### config.mk
export PLATFORM = sky130hd
export DESIGN_NAME = clsc_core_ctrl
export DESIGN_NICKNAME = d
export VERILOG_FILES = /design/src/hdl/clsc_loop_ctx.v /design/src/hdl/clsc_core_ctrl.v
export VERILOG_INCLUDE_DIRS = /design/src /design/src/common
export SDC_FILE = /design/constraint.sdc
export NUM_CORES = 1
export LEC_CHECK = 0
export BUFFER_PORTS_ARGS = -buffer_cell sky130_fd_sc_hd__buf_4
export CAP_MARGIN = 25
export CORE_MARGIN = 2
export CORE_UTILIZATION = 30
export CTS_CLUSTER_DIAMETER = 120
export DETAILED_ROUTE_END_ITERATION = 12
export HOLD_SLACK_MARGIN = 0.15
export MAX_ROUTING_LAYER = met4
export SLEW_MARGIN = 20
export SYNTH_ARGS = -nofsm -noshare
export SYNTH_HDL_FRONTEND = slang
export SYNTH_SLANG_ARGS = --single-unit
### constraint.sdc
create_clock -name REF_CLK -period 4.8 [get_ports REF_CLK]
set_input_delay 0.48 -clock REF_CLK [delete_from_list [all_inputs] [get_ports REF_CLK]]
set_output_delay 0.48 -clock REF_CLK [all_outputs]
set_load 0.01 [all_outputs]
### src/common/clsc_regs.vh
// Purpose: constants for the core loop and status control block
// Assumes: status word and core control word are 16 bits
// Notes:   field positions are bit indexes within their word
`ifndef CLSC_REGS_VH
`define CLSC_REGS_VH

// Register select codes on the core's special-register port
`define CLSC_SEL_TABLE_PAGE   3'h0
`define CLSC_SEL_PROG_WINDOW  3'h1
`define CLSC_SEL_REPEAT_CNT   3'h2
`define CLSC_SEL_LOOP_CNT     3'h3
`define CLSC_SEL_LOOP_FIRST   3'h4
`define CLSC_SEL_LOOP_LAST    3'h5
`define CLSC_SEL_STATUS       3'h6
`define CLSC_SEL_CORE_CTRL    3'h7

// Status word fields
`define CLSC_SR_C             0
`define CLSC_SR_Z             1
`define CLSC_SR_OV            2
`define CLSC_SR_N             3
`define CLSC_SR_RA            4
`define CLSC_SR_PRIO_LO       5
`define CLSC_SR_PRIO_HI       7
`define CLSC_SR_HC            8
`define CLSC_SR_DA            9
`define CLSC_SR_SAB           10
`define CLSC_SR_OAB           11
`define CLSC_SR_SB            12
`define CLSC_SR_SA            13
`define CLSC_SR_OB            14
`define CLSC_SR_OA            15

// Core control fields kept here
`define CLSC_CC_TRAP          3
`define CLSC_CC_EXIT          11

// Reset values and widths
`define CLSC_RST_BYTE         8'h00
`define CLSC_RST_CNT          14'h0000
`define CLSC_RST_ADDR         23'h000000
`define CLSC_CNT_W            14
`define CLSC_ADDR_W           23
`define CLSC_INSTR_STEP       23'h000002

`endif

### src/hdl/clsc_loop_ctx.v
// Purpose: hardware loop context with a one-deep shadow
// Assumes: one loop start per cycle at most, pulses from the sequencer
// Notes:   a third nested start overwrites the shadow; software stacks deeper
`include "clsc_regs.vh"

module clsc_loop_ctx (
  input  wire        clk,
  input  wire        rst,
  input  wire        start,
  input  wire [13:0] start_count,
  input  wire [22:0] start_first,
  input  wire [22:0] start_last,
  input  wire        wrap,
  input  wire        finish,
  input  wire        wr_cnt,
  input  wire        wr_first,
  input  wire        wr_last,
  input  wire [22:0] wr_data,
  output reg  [13:0] count,
  output reg  [22:0] first_addr,
  output reg  [22:0] last_addr,
  output reg         active,
  output reg         shadow_valid
);

  reg [13:0] sh_count;
  reg [22:0] sh_first;
  reg [22:0] sh_last;
  reg        sh_active;

  always @(posedge clk) begin
    if (rst) begin
      count        <= `CLSC_RST_CNT;
      first_addr   <= `CLSC_RST_ADDR;
      last_addr    <= `CLSC_RST_ADDR;
      active       <= 1'b0;
      sh_count     <= `CLSC_RST_CNT;
      sh_first     <= `CLSC_RST_ADDR;
      sh_last      <= `CLSC_RST_ADDR;
      sh_active    <= 1'b0;
      shadow_valid <= 1'b0;
    end else if (start) begin
      sh_count     <= count;
      sh_first     <= first_addr;
      sh_last      <= last_addr;
      sh_active    <= active;
      shadow_valid <= active;
      count        <= start_count;
      first_addr   <= start_first;
      last_addr    <= start_last;
      active       <= 1'b1;
    end else if (finish) begin
      // Inner loop done: the outer one picks up where it stood
      count        <= sh_count;
      first_addr   <= sh_first;
      last_addr    <= sh_last;
      active       <= sh_active;
      shadow_valid <= 1'b0;
      sh_active    <= 1'b0;
    end else begin
      if (wrap)
        count <= count - 14'h0001;
      else if (wr_cnt)
        count <= wr_data[13:0];
      if (wr_first)
        first_addr <= wr_data;
      if (wr_last)
        last_addr <= wr_data;
    end
  end

endmodule

### src/hdl/clsc_core_ctrl.v
// Purpose: page, repeat, hardware loop, status flag and priority control
// Assumes: one instruction completes per cycle, flagged by the sequencer
// Notes:   registers reached over the core special-register select port
`include "clsc_regs.vh"

// How it works
// - Table page feeds upper table address bits.
// - Window page maps program into upper data.
// - Repeat loads count, runs target count+1.
// - Cleared repeat count ends suspended repeat.
// - Loop count loads from literal or register.
// - Loop start is the following instruction.
// - At last address, fetch start, no stall.
// - New loop shadows the active loop context.
// - ALU sets C Z OV N half-carry; borrow inverted.
// - Zero flag plain except carry-input ops.
// - Shadow save and restore MCU flags.
// - Exception stacks status low byte, restores.
// - Loop active set at start, clears at end.
// - Repeat active tracks the repeated instruction.
// - Active flags read-only; exit bit ends loop.
// - Stacked repeat flag cleared stops repeat.
// - Guard overflow flags from guard bit spill.
// - Sticky top overflow flags until software clears.
// - Combined flags OR; combined clear clears both.
// - Priority is trap bit above three status bits.
// - Trap bit hardware set, software clear only.
// - Accept exception only above current priority.
// - Servicing sets priority; low bits stay writable.
// - Shadows are one entry deep.
// - Exit bit ends loop at iteration end, reads zero.
module clsc_core_ctrl (
  input  wire        REF_CLK,
  input  wire        RST,
  input  wire [2:0]  REG_SEL,
  input  wire        REG_WR,
  input  wire [1:0]  REG_BE,
  input  wire [22:0] REG_WDATA,
  output reg  [22:0] REG_RDATA,
  input  wire        TABLE_ACCESS,
  input  wire [15:0] TABLE_OFFSET,
  output reg  [23:0] TABLE_ADDR,
  input  wire [15:0] DATA_ADDR,
  output reg         WINDOW_HIT,
  output reg  [23:0] WINDOW_ADDR,
  input  wire        INSTR_DONE,
  input  wire [22:0] INSTR_PC,
  input  wire        REPEAT_START,
  input  wire        REPEAT_USE_WREG,
  input  wire [13:0] FOURTEEN_BIT_LITERAL,
  input  wire [13:0] REPEAT_COUNT_WREG,
  input  wire        LOOP_START,
  input  wire        LOOP_USE_WREG,
  input  wire [15:0] LOOP_COUNT_WREG,
  input  wire [22:0] LOOP_END_EXPR,
  output reg         FETCH_REDIRECT,
  output reg  [22:0] FETCH_ADDR,
  output reg         REPEAT_HOLD,
  input  wire        ALU_UPDATE,
  input  wire        ALU_SUB,
  input  wire        ALU_CARRY_IN_OP,
  input  wire        ALU_CARRY,
  input  wire        ALU_ZERO,
  input  wire        ALU_OV,
  input  wire        ALU_NEG,
  input  wire        ALU_HALF_CARRY,
  input  wire        SHADOW_SAVE_OP,
  input  wire        SHADOW_RESTORE_OP,
  input  wire        ACC_A_GUARD_EVT,
  input  wire        ACC_B_GUARD_EVT,
  input  wire        ACC_A_TOP_EVT,
  input  wire        ACC_B_TOP_EVT,
  input  wire        ACC_FLAGS_UPDATE,
  input  wire        EXC_PENDING,
  input  wire [3:0]  EXC_LEVEL,
  input  wire        EXC_IS_TRAP,
  input  wire        EXC_ENTER,
  output reg         EXC_ACCEPT,
  output reg  [7:0]  STACKED_STATUS,
  input  wire        EXC_RETURN,
  input  wire        TRAP_SERVICED,
  input  wire [7:0]  RESTORE_STATUS,
  output reg  [3:0]  CPU_PRIORITY_LEVEL,
  output reg         LOOP_BODY_ACTIVE,
  output reg         SINGLE_INSTR_LOOP_ACTIVE
);

  reg  [7:0]  table_page;
  reg  [7:0]  prog_window_page;
  reg  [13:0] repeat_counter;
  reg         flag_c;
  reg         flag_z;
  reg         flag_ov;
  reg         flag_n;
  reg         flag_hc;
  reg         ra;
  reg  [2:0]  prio;
  reg         trap_priority_bit;
  reg         early_loop_exit;
  reg         acc_a_guard_overflow;
  reg         acc_b_guard_spill;
  reg         acc_a_top_sticky;
  reg         acc_b_top_sticky;
  reg  [4:0]  mcu_shadow;
  reg  [15:0] status_word;
  reg  [15:0] core_ctrl_word;
  reg  [22:0] next_rdata;
  reg  [3:0]  next_level;

  wire [13:0] loop_iter_counter;
  wire [22:0] loop_first_addr;
  wire [22:0] loop_last_addr;
  wire        loop_active;
  wire        loop_shadow_valid;

  wire        wr_lo = REG_WR & REG_BE[0];
  wire        wr_hi = REG_WR & REG_BE[1];
  wire        sel_sr = (REG_SEL == `CLSC_SEL_STATUS);
  wire        sel_cc = (REG_SEL == `CLSC_SEL_CORE_CTRL);
  wire        at_last = loop_active & INSTR_DONE
                        & (INSTR_PC == loop_last_addr);
  wire        loop_final = at_last
                           & ((loop_iter_counter == `CLSC_RST_CNT)
                              | early_loop_exit);
  wire        loop_wrap = at_last & ~loop_final;
  wire [13:0] next_loop_count = LOOP_USE_WREG
                                ? LOOP_COUNT_WREG[13:0]
                                : FOURTEEN_BIT_LITERAL;

  // Byte-lane merge for a 16-bit register write
  function [15:0] merge16;
    input [15:0] old;
    input [15:0] din;
    input [1:0]  be;
    begin
      merge16 = {be[1] ? din[15:8] : old[15:8],
                 be[0] ? din[7:0]  : old[7:0]};
    end
  endfunction

  clsc_loop_ctx u_loop (
    .clk          (REF_CLK),
    .rst          (RST),
    .start        (LOOP_START),
    .start_count  (next_loop_count),
    .start_first  (INSTR_PC + `CLSC_INSTR_STEP),
    .start_last   (LOOP_END_EXPR),
    .wrap         (loop_wrap),
    .finish       (loop_final),
    .wr_cnt       (REG_WR && REG_SEL == `CLSC_SEL_LOOP_CNT),
    .wr_first     (REG_WR && REG_SEL == `CLSC_SEL_LOOP_FIRST),
    .wr_last      (REG_WR && REG_SEL == `CLSC_SEL_LOOP_LAST),
    .wr_data      (REG_WDATA),
    .count        (loop_iter_counter),
    .first_addr   (loop_first_addr),
    .last_addr    (loop_last_addr),
    .active       (loop_active),
    .shadow_valid (loop_shadow_valid)
  );

  always @* begin
    status_word = {acc_a_guard_overflow, acc_b_guard_spill,
                   acc_a_top_sticky, acc_b_top_sticky,
                   acc_a_guard_overflow | acc_b_guard_spill,
                   acc_a_top_sticky | acc_b_top_sticky,
                   loop_active, flag_hc, prio, ra,
                   flag_n, flag_ov, flag_z, flag_c};
    // Exit bit always reads zero; other mode bits live elsewhere
    core_ctrl_word = 16'h0000;
    core_ctrl_word[`CLSC_CC_TRAP] = trap_priority_bit;
    core_ctrl_word[`CLSC_CC_EXIT] = 1'b0;
    case (REG_SEL)
      `CLSC_SEL_TABLE_PAGE:  next_rdata = {15'h0000, table_page};
      `CLSC_SEL_PROG_WINDOW: next_rdata = {15'h0000, prog_window_page};
      `CLSC_SEL_REPEAT_CNT:  next_rdata = {9'h000, repeat_counter};
      `CLSC_SEL_LOOP_CNT:    next_rdata = {9'h000, loop_iter_counter};
      `CLSC_SEL_LOOP_FIRST:  next_rdata = loop_first_addr;
      `CLSC_SEL_LOOP_LAST:   next_rdata = loop_last_addr;
      `CLSC_SEL_STATUS:      next_rdata = {7'h00, status_word};
      `CLSC_SEL_CORE_CTRL:   next_rdata = {7'h00, core_ctrl_word};
      default:               next_rdata = 23'h000000;
    endcase
    next_level = {trap_priority_bit, prio};
  end

  always @(posedge REF_CLK) begin
    if (RST) begin
      table_page           <= `CLSC_RST_BYTE;
      prog_window_page     <= `CLSC_RST_BYTE;
      repeat_counter       <= `CLSC_RST_CNT;
      {flag_hc, flag_n, flag_ov, flag_z, flag_c} <= 5'h00;
      mcu_shadow           <= 5'h00;
      ra                   <= 1'b0;
      prio                 <= 3'h0;
      trap_priority_bit    <= 1'b0;
      early_loop_exit      <= 1'b0;
      acc_a_guard_overflow <= 1'b0;
      acc_b_guard_spill    <= 1'b0;
      acc_a_top_sticky     <= 1'b0;
      acc_b_top_sticky     <= 1'b0;
      REG_RDATA            <= 23'h000000;
      TABLE_ADDR           <= 24'h000000;
      WINDOW_HIT           <= 1'b0;
      WINDOW_ADDR          <= 24'h000000;
      FETCH_REDIRECT       <= 1'b0;
      FETCH_ADDR           <= `CLSC_RST_ADDR;
      REPEAT_HOLD          <= 1'b0;
      EXC_ACCEPT           <= 1'b0;
      STACKED_STATUS       <= 8'h00;
      CPU_PRIORITY_LEVEL   <= 4'h0;
      LOOP_BODY_ACTIVE     <= 1'b0;
      SINGLE_INSTR_LOOP_ACTIVE <= 1'b0;
    end else begin
      REG_RDATA <= next_rdata;
      if (REG_WR && REG_SEL == `CLSC_SEL_TABLE_PAGE && REG_BE[0])
        table_page <= REG_WDATA[7:0];
      if (REG_WR && REG_SEL == `CLSC_SEL_PROG_WINDOW && REG_BE[0])
        prog_window_page <= REG_WDATA[7:0];
      // Address moves only on a table transfer, so it holds between them
      if (TABLE_ACCESS)
        TABLE_ADDR <= {table_page, TABLE_OFFSET};
      // Upper half of data space shows 32 Kbytes of program space
      WINDOW_HIT  <= DATA_ADDR[15];
      WINDOW_ADDR <= {1'b0, prog_window_page, DATA_ADDR[14:0]};

      // Repeat sequencing; the hold ends when an instruction completes with the count at zero
      if (REPEAT_START) begin
        repeat_counter <= REPEAT_USE_WREG ? REPEAT_COUNT_WREG
                                          : FOURTEEN_BIT_LITERAL;
        ra <= 1'b1;
      end else if (ra && INSTR_DONE) begin
        if (repeat_counter == `CLSC_RST_CNT)
          ra <= 1'b0;
        else
          repeat_counter <= repeat_counter - 14'h0001;
      end else if (REG_WR && REG_SEL == `CLSC_SEL_REPEAT_CNT) begin
        // A handler clearing the count ends the repeat on return
        repeat_counter <= REG_WDATA[13:0];
      end
      REPEAT_HOLD <= ra && !(INSTR_DONE && repeat_counter == `CLSC_RST_CNT);

      // Zero-overhead wrap: fetch redirects in the cycle after the last instruction completes
      FETCH_REDIRECT <= loop_wrap;
      FETCH_ADDR     <= loop_first_addr;

      // Early exit is consumed when the current iteration ends
      if (sel_cc && wr_hi && REG_WDATA[`CLSC_CC_EXIT])
        early_loop_exit <= 1'b1;
      else if (loop_final || !loop_active)
        early_loop_exit <= 1'b0;

      // MCU flags: ALU, shadow, exception return, software writes
      if (SHADOW_SAVE_OP)
        mcu_shadow <= {flag_hc, flag_n, flag_ov, flag_z, flag_c};
      if (SHADOW_RESTORE_OP) begin
        {flag_hc, flag_n, flag_ov, flag_z, flag_c} <= mcu_shadow;
      end else if (ALU_UPDATE) begin
        flag_c  <= ALU_SUB ? ~ALU_CARRY : ALU_CARRY;
        flag_ov <= ALU_OV;
        flag_n  <= ALU_NEG;
        flag_hc <= ALU_HALF_CARRY;
        if (!ALU_CARRY_IN_OP)
          flag_z <= ALU_ZERO;
        else if (!ALU_ZERO)
          flag_z <= 1'b0;
      end else if (EXC_RETURN) begin
        {prio, ra, flag_n, flag_ov, flag_z, flag_c} <= RESTORE_STATUS;
        if (!RESTORE_STATUS[`CLSC_SR_RA])
          repeat_counter <= `CLSC_RST_CNT;
      end else if (sel_sr && wr_lo) begin
        // Repeat-active bit ignores software; it is read-only
        {prio, flag_n, flag_ov, flag_z, flag_c} <=
          {REG_WDATA[7:5], REG_WDATA[3:0]};
      end
      if (sel_sr && wr_hi && !ALU_UPDATE && !SHADOW_RESTORE_OP)
        flag_hc <= REG_WDATA[`CLSC_SR_HC];

      // Accumulator status; set wins over a same-cycle software clear
      if (ACC_FLAGS_UPDATE) begin
        acc_a_guard_overflow <= ACC_A_GUARD_EVT;
        acc_b_guard_spill    <= ACC_B_GUARD_EVT;
      end
      if (ACC_A_TOP_EVT)
        acc_a_top_sticky <= 1'b1;
      else if (sel_sr && wr_hi && (!REG_WDATA[`CLSC_SR_SA]
                                   || !REG_WDATA[`CLSC_SR_SAB]))
        acc_a_top_sticky <= 1'b0;
      if (ACC_B_TOP_EVT)
        acc_b_top_sticky <= 1'b1;
      else if (sel_sr && wr_hi && (!REG_WDATA[`CLSC_SR_SB]
                                   || !REG_WDATA[`CLSC_SR_SAB]))
        acc_b_top_sticky <= 1'b0;

      // Exception priority handling
      EXC_ACCEPT <= EXC_PENDING && (EXC_LEVEL > next_level);
      if (EXC_ENTER) begin
        STACKED_STATUS <= status_word[7:0];
        prio <= EXC_LEVEL[2:0];
        if (EXC_IS_TRAP)
          trap_priority_bit <= 1'b1;
      end else if (TRAP_SERVICED ||
                   (sel_cc && wr_lo && !REG_WDATA[`CLSC_CC_TRAP])) begin
        trap_priority_bit <= 1'b0;
      end
      CPU_PRIORITY_LEVEL <= next_level;
      LOOP_BODY_ACTIVE   <= loop_active;
      SINGLE_INSTR_LOOP_ACTIVE <= ra;
    end
  end

endmodule

==> metrics.txt <==
I/O pins 303; measured slew at the worst slew-check pin 1.159 ns; Final WS setup 1.351 ns; Clock Tree Buf Depth 3; CTS root buf clkbuf_16; Seq pwr share 40.9%; post-route setup TNS 0 ns; Post-Syn Area 0.01359 mm²; post_cts resized 0; Starting Density 30.59%; port bufs 299; total of max-cap violations 0; CTS tree yes; Max Fanout on Critical Path 31; clk_lat worst skew 0.55 ns; main flop type after synthesis dfxtp_1; Die Ht 216.8 µm; total leakage power 7.485 nW; Max Freq 290.0 MHz; fin. max-slew vios 0; row count 77; post-DP HPWL 36980 µm; proportion of layout cells with a drive suffix above 1 23.23%; Slew headroom 20.74%; Die Area 0.04700 mm²; worst min path class input pin to flop; vias in the first global route 12000; Int Power 0.004648 W; Post-synth ARST share 0%; drt total wl 52150 µm; clock-pin slew on the worst setup and hold paths 0.06 ns; CP required 5.23 ns; first drt pass iteration count 5; cell area after layout 0.01757 mm²; warnings from Yosys 0; Comb power frac 14.5%; initial antenna violation count 1; Worst VDD drop 189.8 µV; Sw Share 26.99%; final hold slack 0.1730 ns; # diodes 0; Startpoint Class flop; Area Overhead vs Synth 29.34%; Iter 0 DRT Violations 1135; first-pass GRT wire length 76720 µm; Tot GR Track Use 22.19%; largest net degree at the start of global routing 95; CP Class flop to flop; Post-Layout Cell Count 2361; minimum clock period 3.449 ns; placed cells 2279; Syn Nets 1702; Hold Vio Cnt, Final 0; die width 216.8 µm; crit share post-route 71.85%; Routed Antenna Nets 0; gp weighted congestion 0.8982; Post-synth EDFFs 0; PD cells 362.3 mW/mm²; Synth Instances 1504; sequential-to-total area share from yosys stat 41.70%; Hold-fix buffers, CTS 18; CP arrival 3.88 ns; Filler cells 4468; worst slack, placed 1.329 ns; htree depth 2; outcome finished clean; residual DRC count 0; Psw 0.001718 W; flops & latches, synth 283; nets 1942; Clock power frac 44.6%; Num CTS Buffers 35; Via density 5.318; # setup viols final 0; core region area 0.04441 mm²; Clock Skew 0.02407 ns; DR vias 12560; Placed Area 0.01612 mm²; Congestion Overflow GR 0; clock sink count 283; RSZ-0062 raised after global routing no; Routed wire per std cell 22.09 µm; Worst Setup End Kind flop; Post-CTS Setup Bufs 0; Mean Syn Cell Area 9.033 µm²; Unique masters post-synth 77
[sequential cells by signal, summed over array words and instances, names as in the netlist, 23 cells and up]
signal	count
u_loop.last_addr	23
FETCH_ADDR	23
TABLE_ADDR	24
REG_RDATA	23
u_loop.first_addr	23
u_loop.sh_first	23
WINDOW_ADDR	23
u_loop.sh_last	23
[critical path, cell delays in order, from the launching register on]
cell and delay, ns:
dfxtp_1 0.38, inv_1 0.09, ha_1 0.23, nor4b_4 0.42, a41o_1 0.71, nand4_4 0.27, o21ai_4 0.52, buf_4 0.42
o31ai_1 0.14, o32ai_1 0.16
[worst paths after layout]
| kind | startpoint | depth (start not counted) | end | slack (ns) |
|---|---|---|---|---|
| setup / recovery | u_loop.count[0]$_SDFFE_PP0P_ | 9 | u_loop.last_addr[3]$_SDFFE_PP0P_ | 1.35 |
| setup reg to reg | u_loop.count[0]$_SDFFE_PP0P_ | 9 | u_loop.last_addr[3]$_SDFFE_PP0P_ | 1.35 |
| hold / removal | TABLE_OFFSET[14] | 3 | TABLE_ADDR[14]$_SDFFE_PP0P_ | 0.17 |
| hold reg to reg | u_loop.sh_first[3]$_SDFFE_PP0P_ | 2 | u_loop.first_addr[3]$_SDFFE_PP0P_ | 0.47 |
[kinds of logic (layout without fill, tap and decap cells)]
kind of cell,after synthesis,after routing,share of synthesized area (%)
AO/OA/AOI/OAI,365,365,19.41
XOR/XNOR,54,54,3.481
adder cells (fa/ha/maj),7,7,0.6447
buffers and inverters,179,444,5.507
flip-flops,283,283,41.70
multiplexers,180,180,13.33
other,1,1,0.02760
AND/OR/NAND/NOR,435,435,15.90
[through the flow]
| stage | power (W) | utilization [%] |
|---|---|---|
| 2_1_floorplan | 0.003129 | - |
| 3_3_place_gp | 0.003543 | 36.28 |
| 3_5_place_dp | 0.003555 | 36.29 |
| 4_1_cts | 0.006416 | 39.49 |
| 5_1_grt | 0.006608 | 39.56 |
| 6_report | 0.006366 | 39.56 |
[final cells by class]
cell class              count  area, µm²  area share (%)
clock buffers              46       1020           5.803
clock inverters            16      217.7           1.239
inverters                  51      191.4           1.089
multi-input cells        1042       7183           40.88
flip-flops and latches    283       5665           32.24
well taps                 592      740.7           4.215
repair buffers            331       2554           14.53
[routing by layer]
| metal | global-route usage (%) | wire (µm) | vias to the layer above | share of wire (%) |
|---|---|---|---|---|
| met5 | - | 0 | - | 0 |
| met4 | 6.530 | 1234 | 0 | 2.4 |
| met3 | 3.033 | 3696 | 70 | 7.1 |
| met2 | 33.77 | 23600 | 537 | 45 |
| met1 | 30.65 | 23630 | 6017 | 45 |
| li1 | - | - | 5932 | - |
[cells in the mapped netlist (6+ instances only)]
master	n	area share, %
nand4_1	15	0.69
dfxtp_1	283	42
xnor2_1	20	1.3
a22o_1	14	0.90
ha_1	7	0.64
a21oi_1	87	3.2
a211oi_1	16	0.88
clkbuf_1	79	2.2
o32ai_1	29	1.9
and3_1	8	0.37
mux2_2	7	0.58
or3_1	15	0.69
a221oi_1	14	0.90
o221a_2	7	0.58
xor2_1	34	2.2
mux2i_1	173	13
buf_4	8	0.44
buf_2	16	0.59
nand3_1	24	0.88
nand2b_1	7	0.32
o31ai_1	35	1.9
a22oi_1	7	0.39
o221ai_1	29	1.9
nand2_1	44	1.2
o21ai_0	43	1.6
nor2b_1	53	2.4
inv_1	50	1.4
a31oi_1	17	0.78
and2_1	6	0.28
a21o_1	6	0.33
nor4_1	16	0.74
o32a_1	7	0.52
nor2_1	210	5.8
nor3_1	15	0.55
a2111oi_0	7	0.45
buf_1	19	0.52
[power by group through the flow]
stage,registers (W),clock network [W],logic (W)
2_1_floorplan,0.00262,0,0.000513
3_3_place_gp,0.00265,0,0.000895
3_5_place_dp,0.00265,0,0.000902
4_1_cts,0.00260,0.00290,0.000919
5_1_grt,0.00262,0.00300,0.000996
6_report,0.00260,0.00284,0.000921
[cells in the final DEF (no fill, tap or decap), drive strengths merged, types with 7 or more instances in the layout]
master | netlist | routed
buf | 46 | 313
dfxtp | 283 | 283
nor2 | 211 | 211
mux2i | 173 | 173
a21oi | 87 | 87
nor2b | 53 | 53
inv | 50 | 50
o21ai | 47 | 47
clkbuf | 82 | 46
nand2 | 44 | 44
o31ai | 35 | 35
xor2 | 34 | 34
o32ai | 29 | 29
o221ai | 29 | 29
nand3 | 25 | 25
xnor2 | 20 | 20
nor4 | 19 | 19
dlygate4sd3 | 0 | 18
nand4 | 18 | 18
a31oi | 17 | 17
a211oi | 17 | 17
nor3 | 17 | 17
or3 | 16 | 16
a221oi | 15 | 15
a22o | 14 | 14
and3 | 8 | 8
o221a | 7 | 7
a2111oi | 7 | 7
mux2 | 7 | 7
o32a | 7 | 7
nand2b | 7 | 7
a22oi | 7 | 7
ha | 7 | 7
clkinv | 1 | 7
Power figures use the tool's default switching activity.
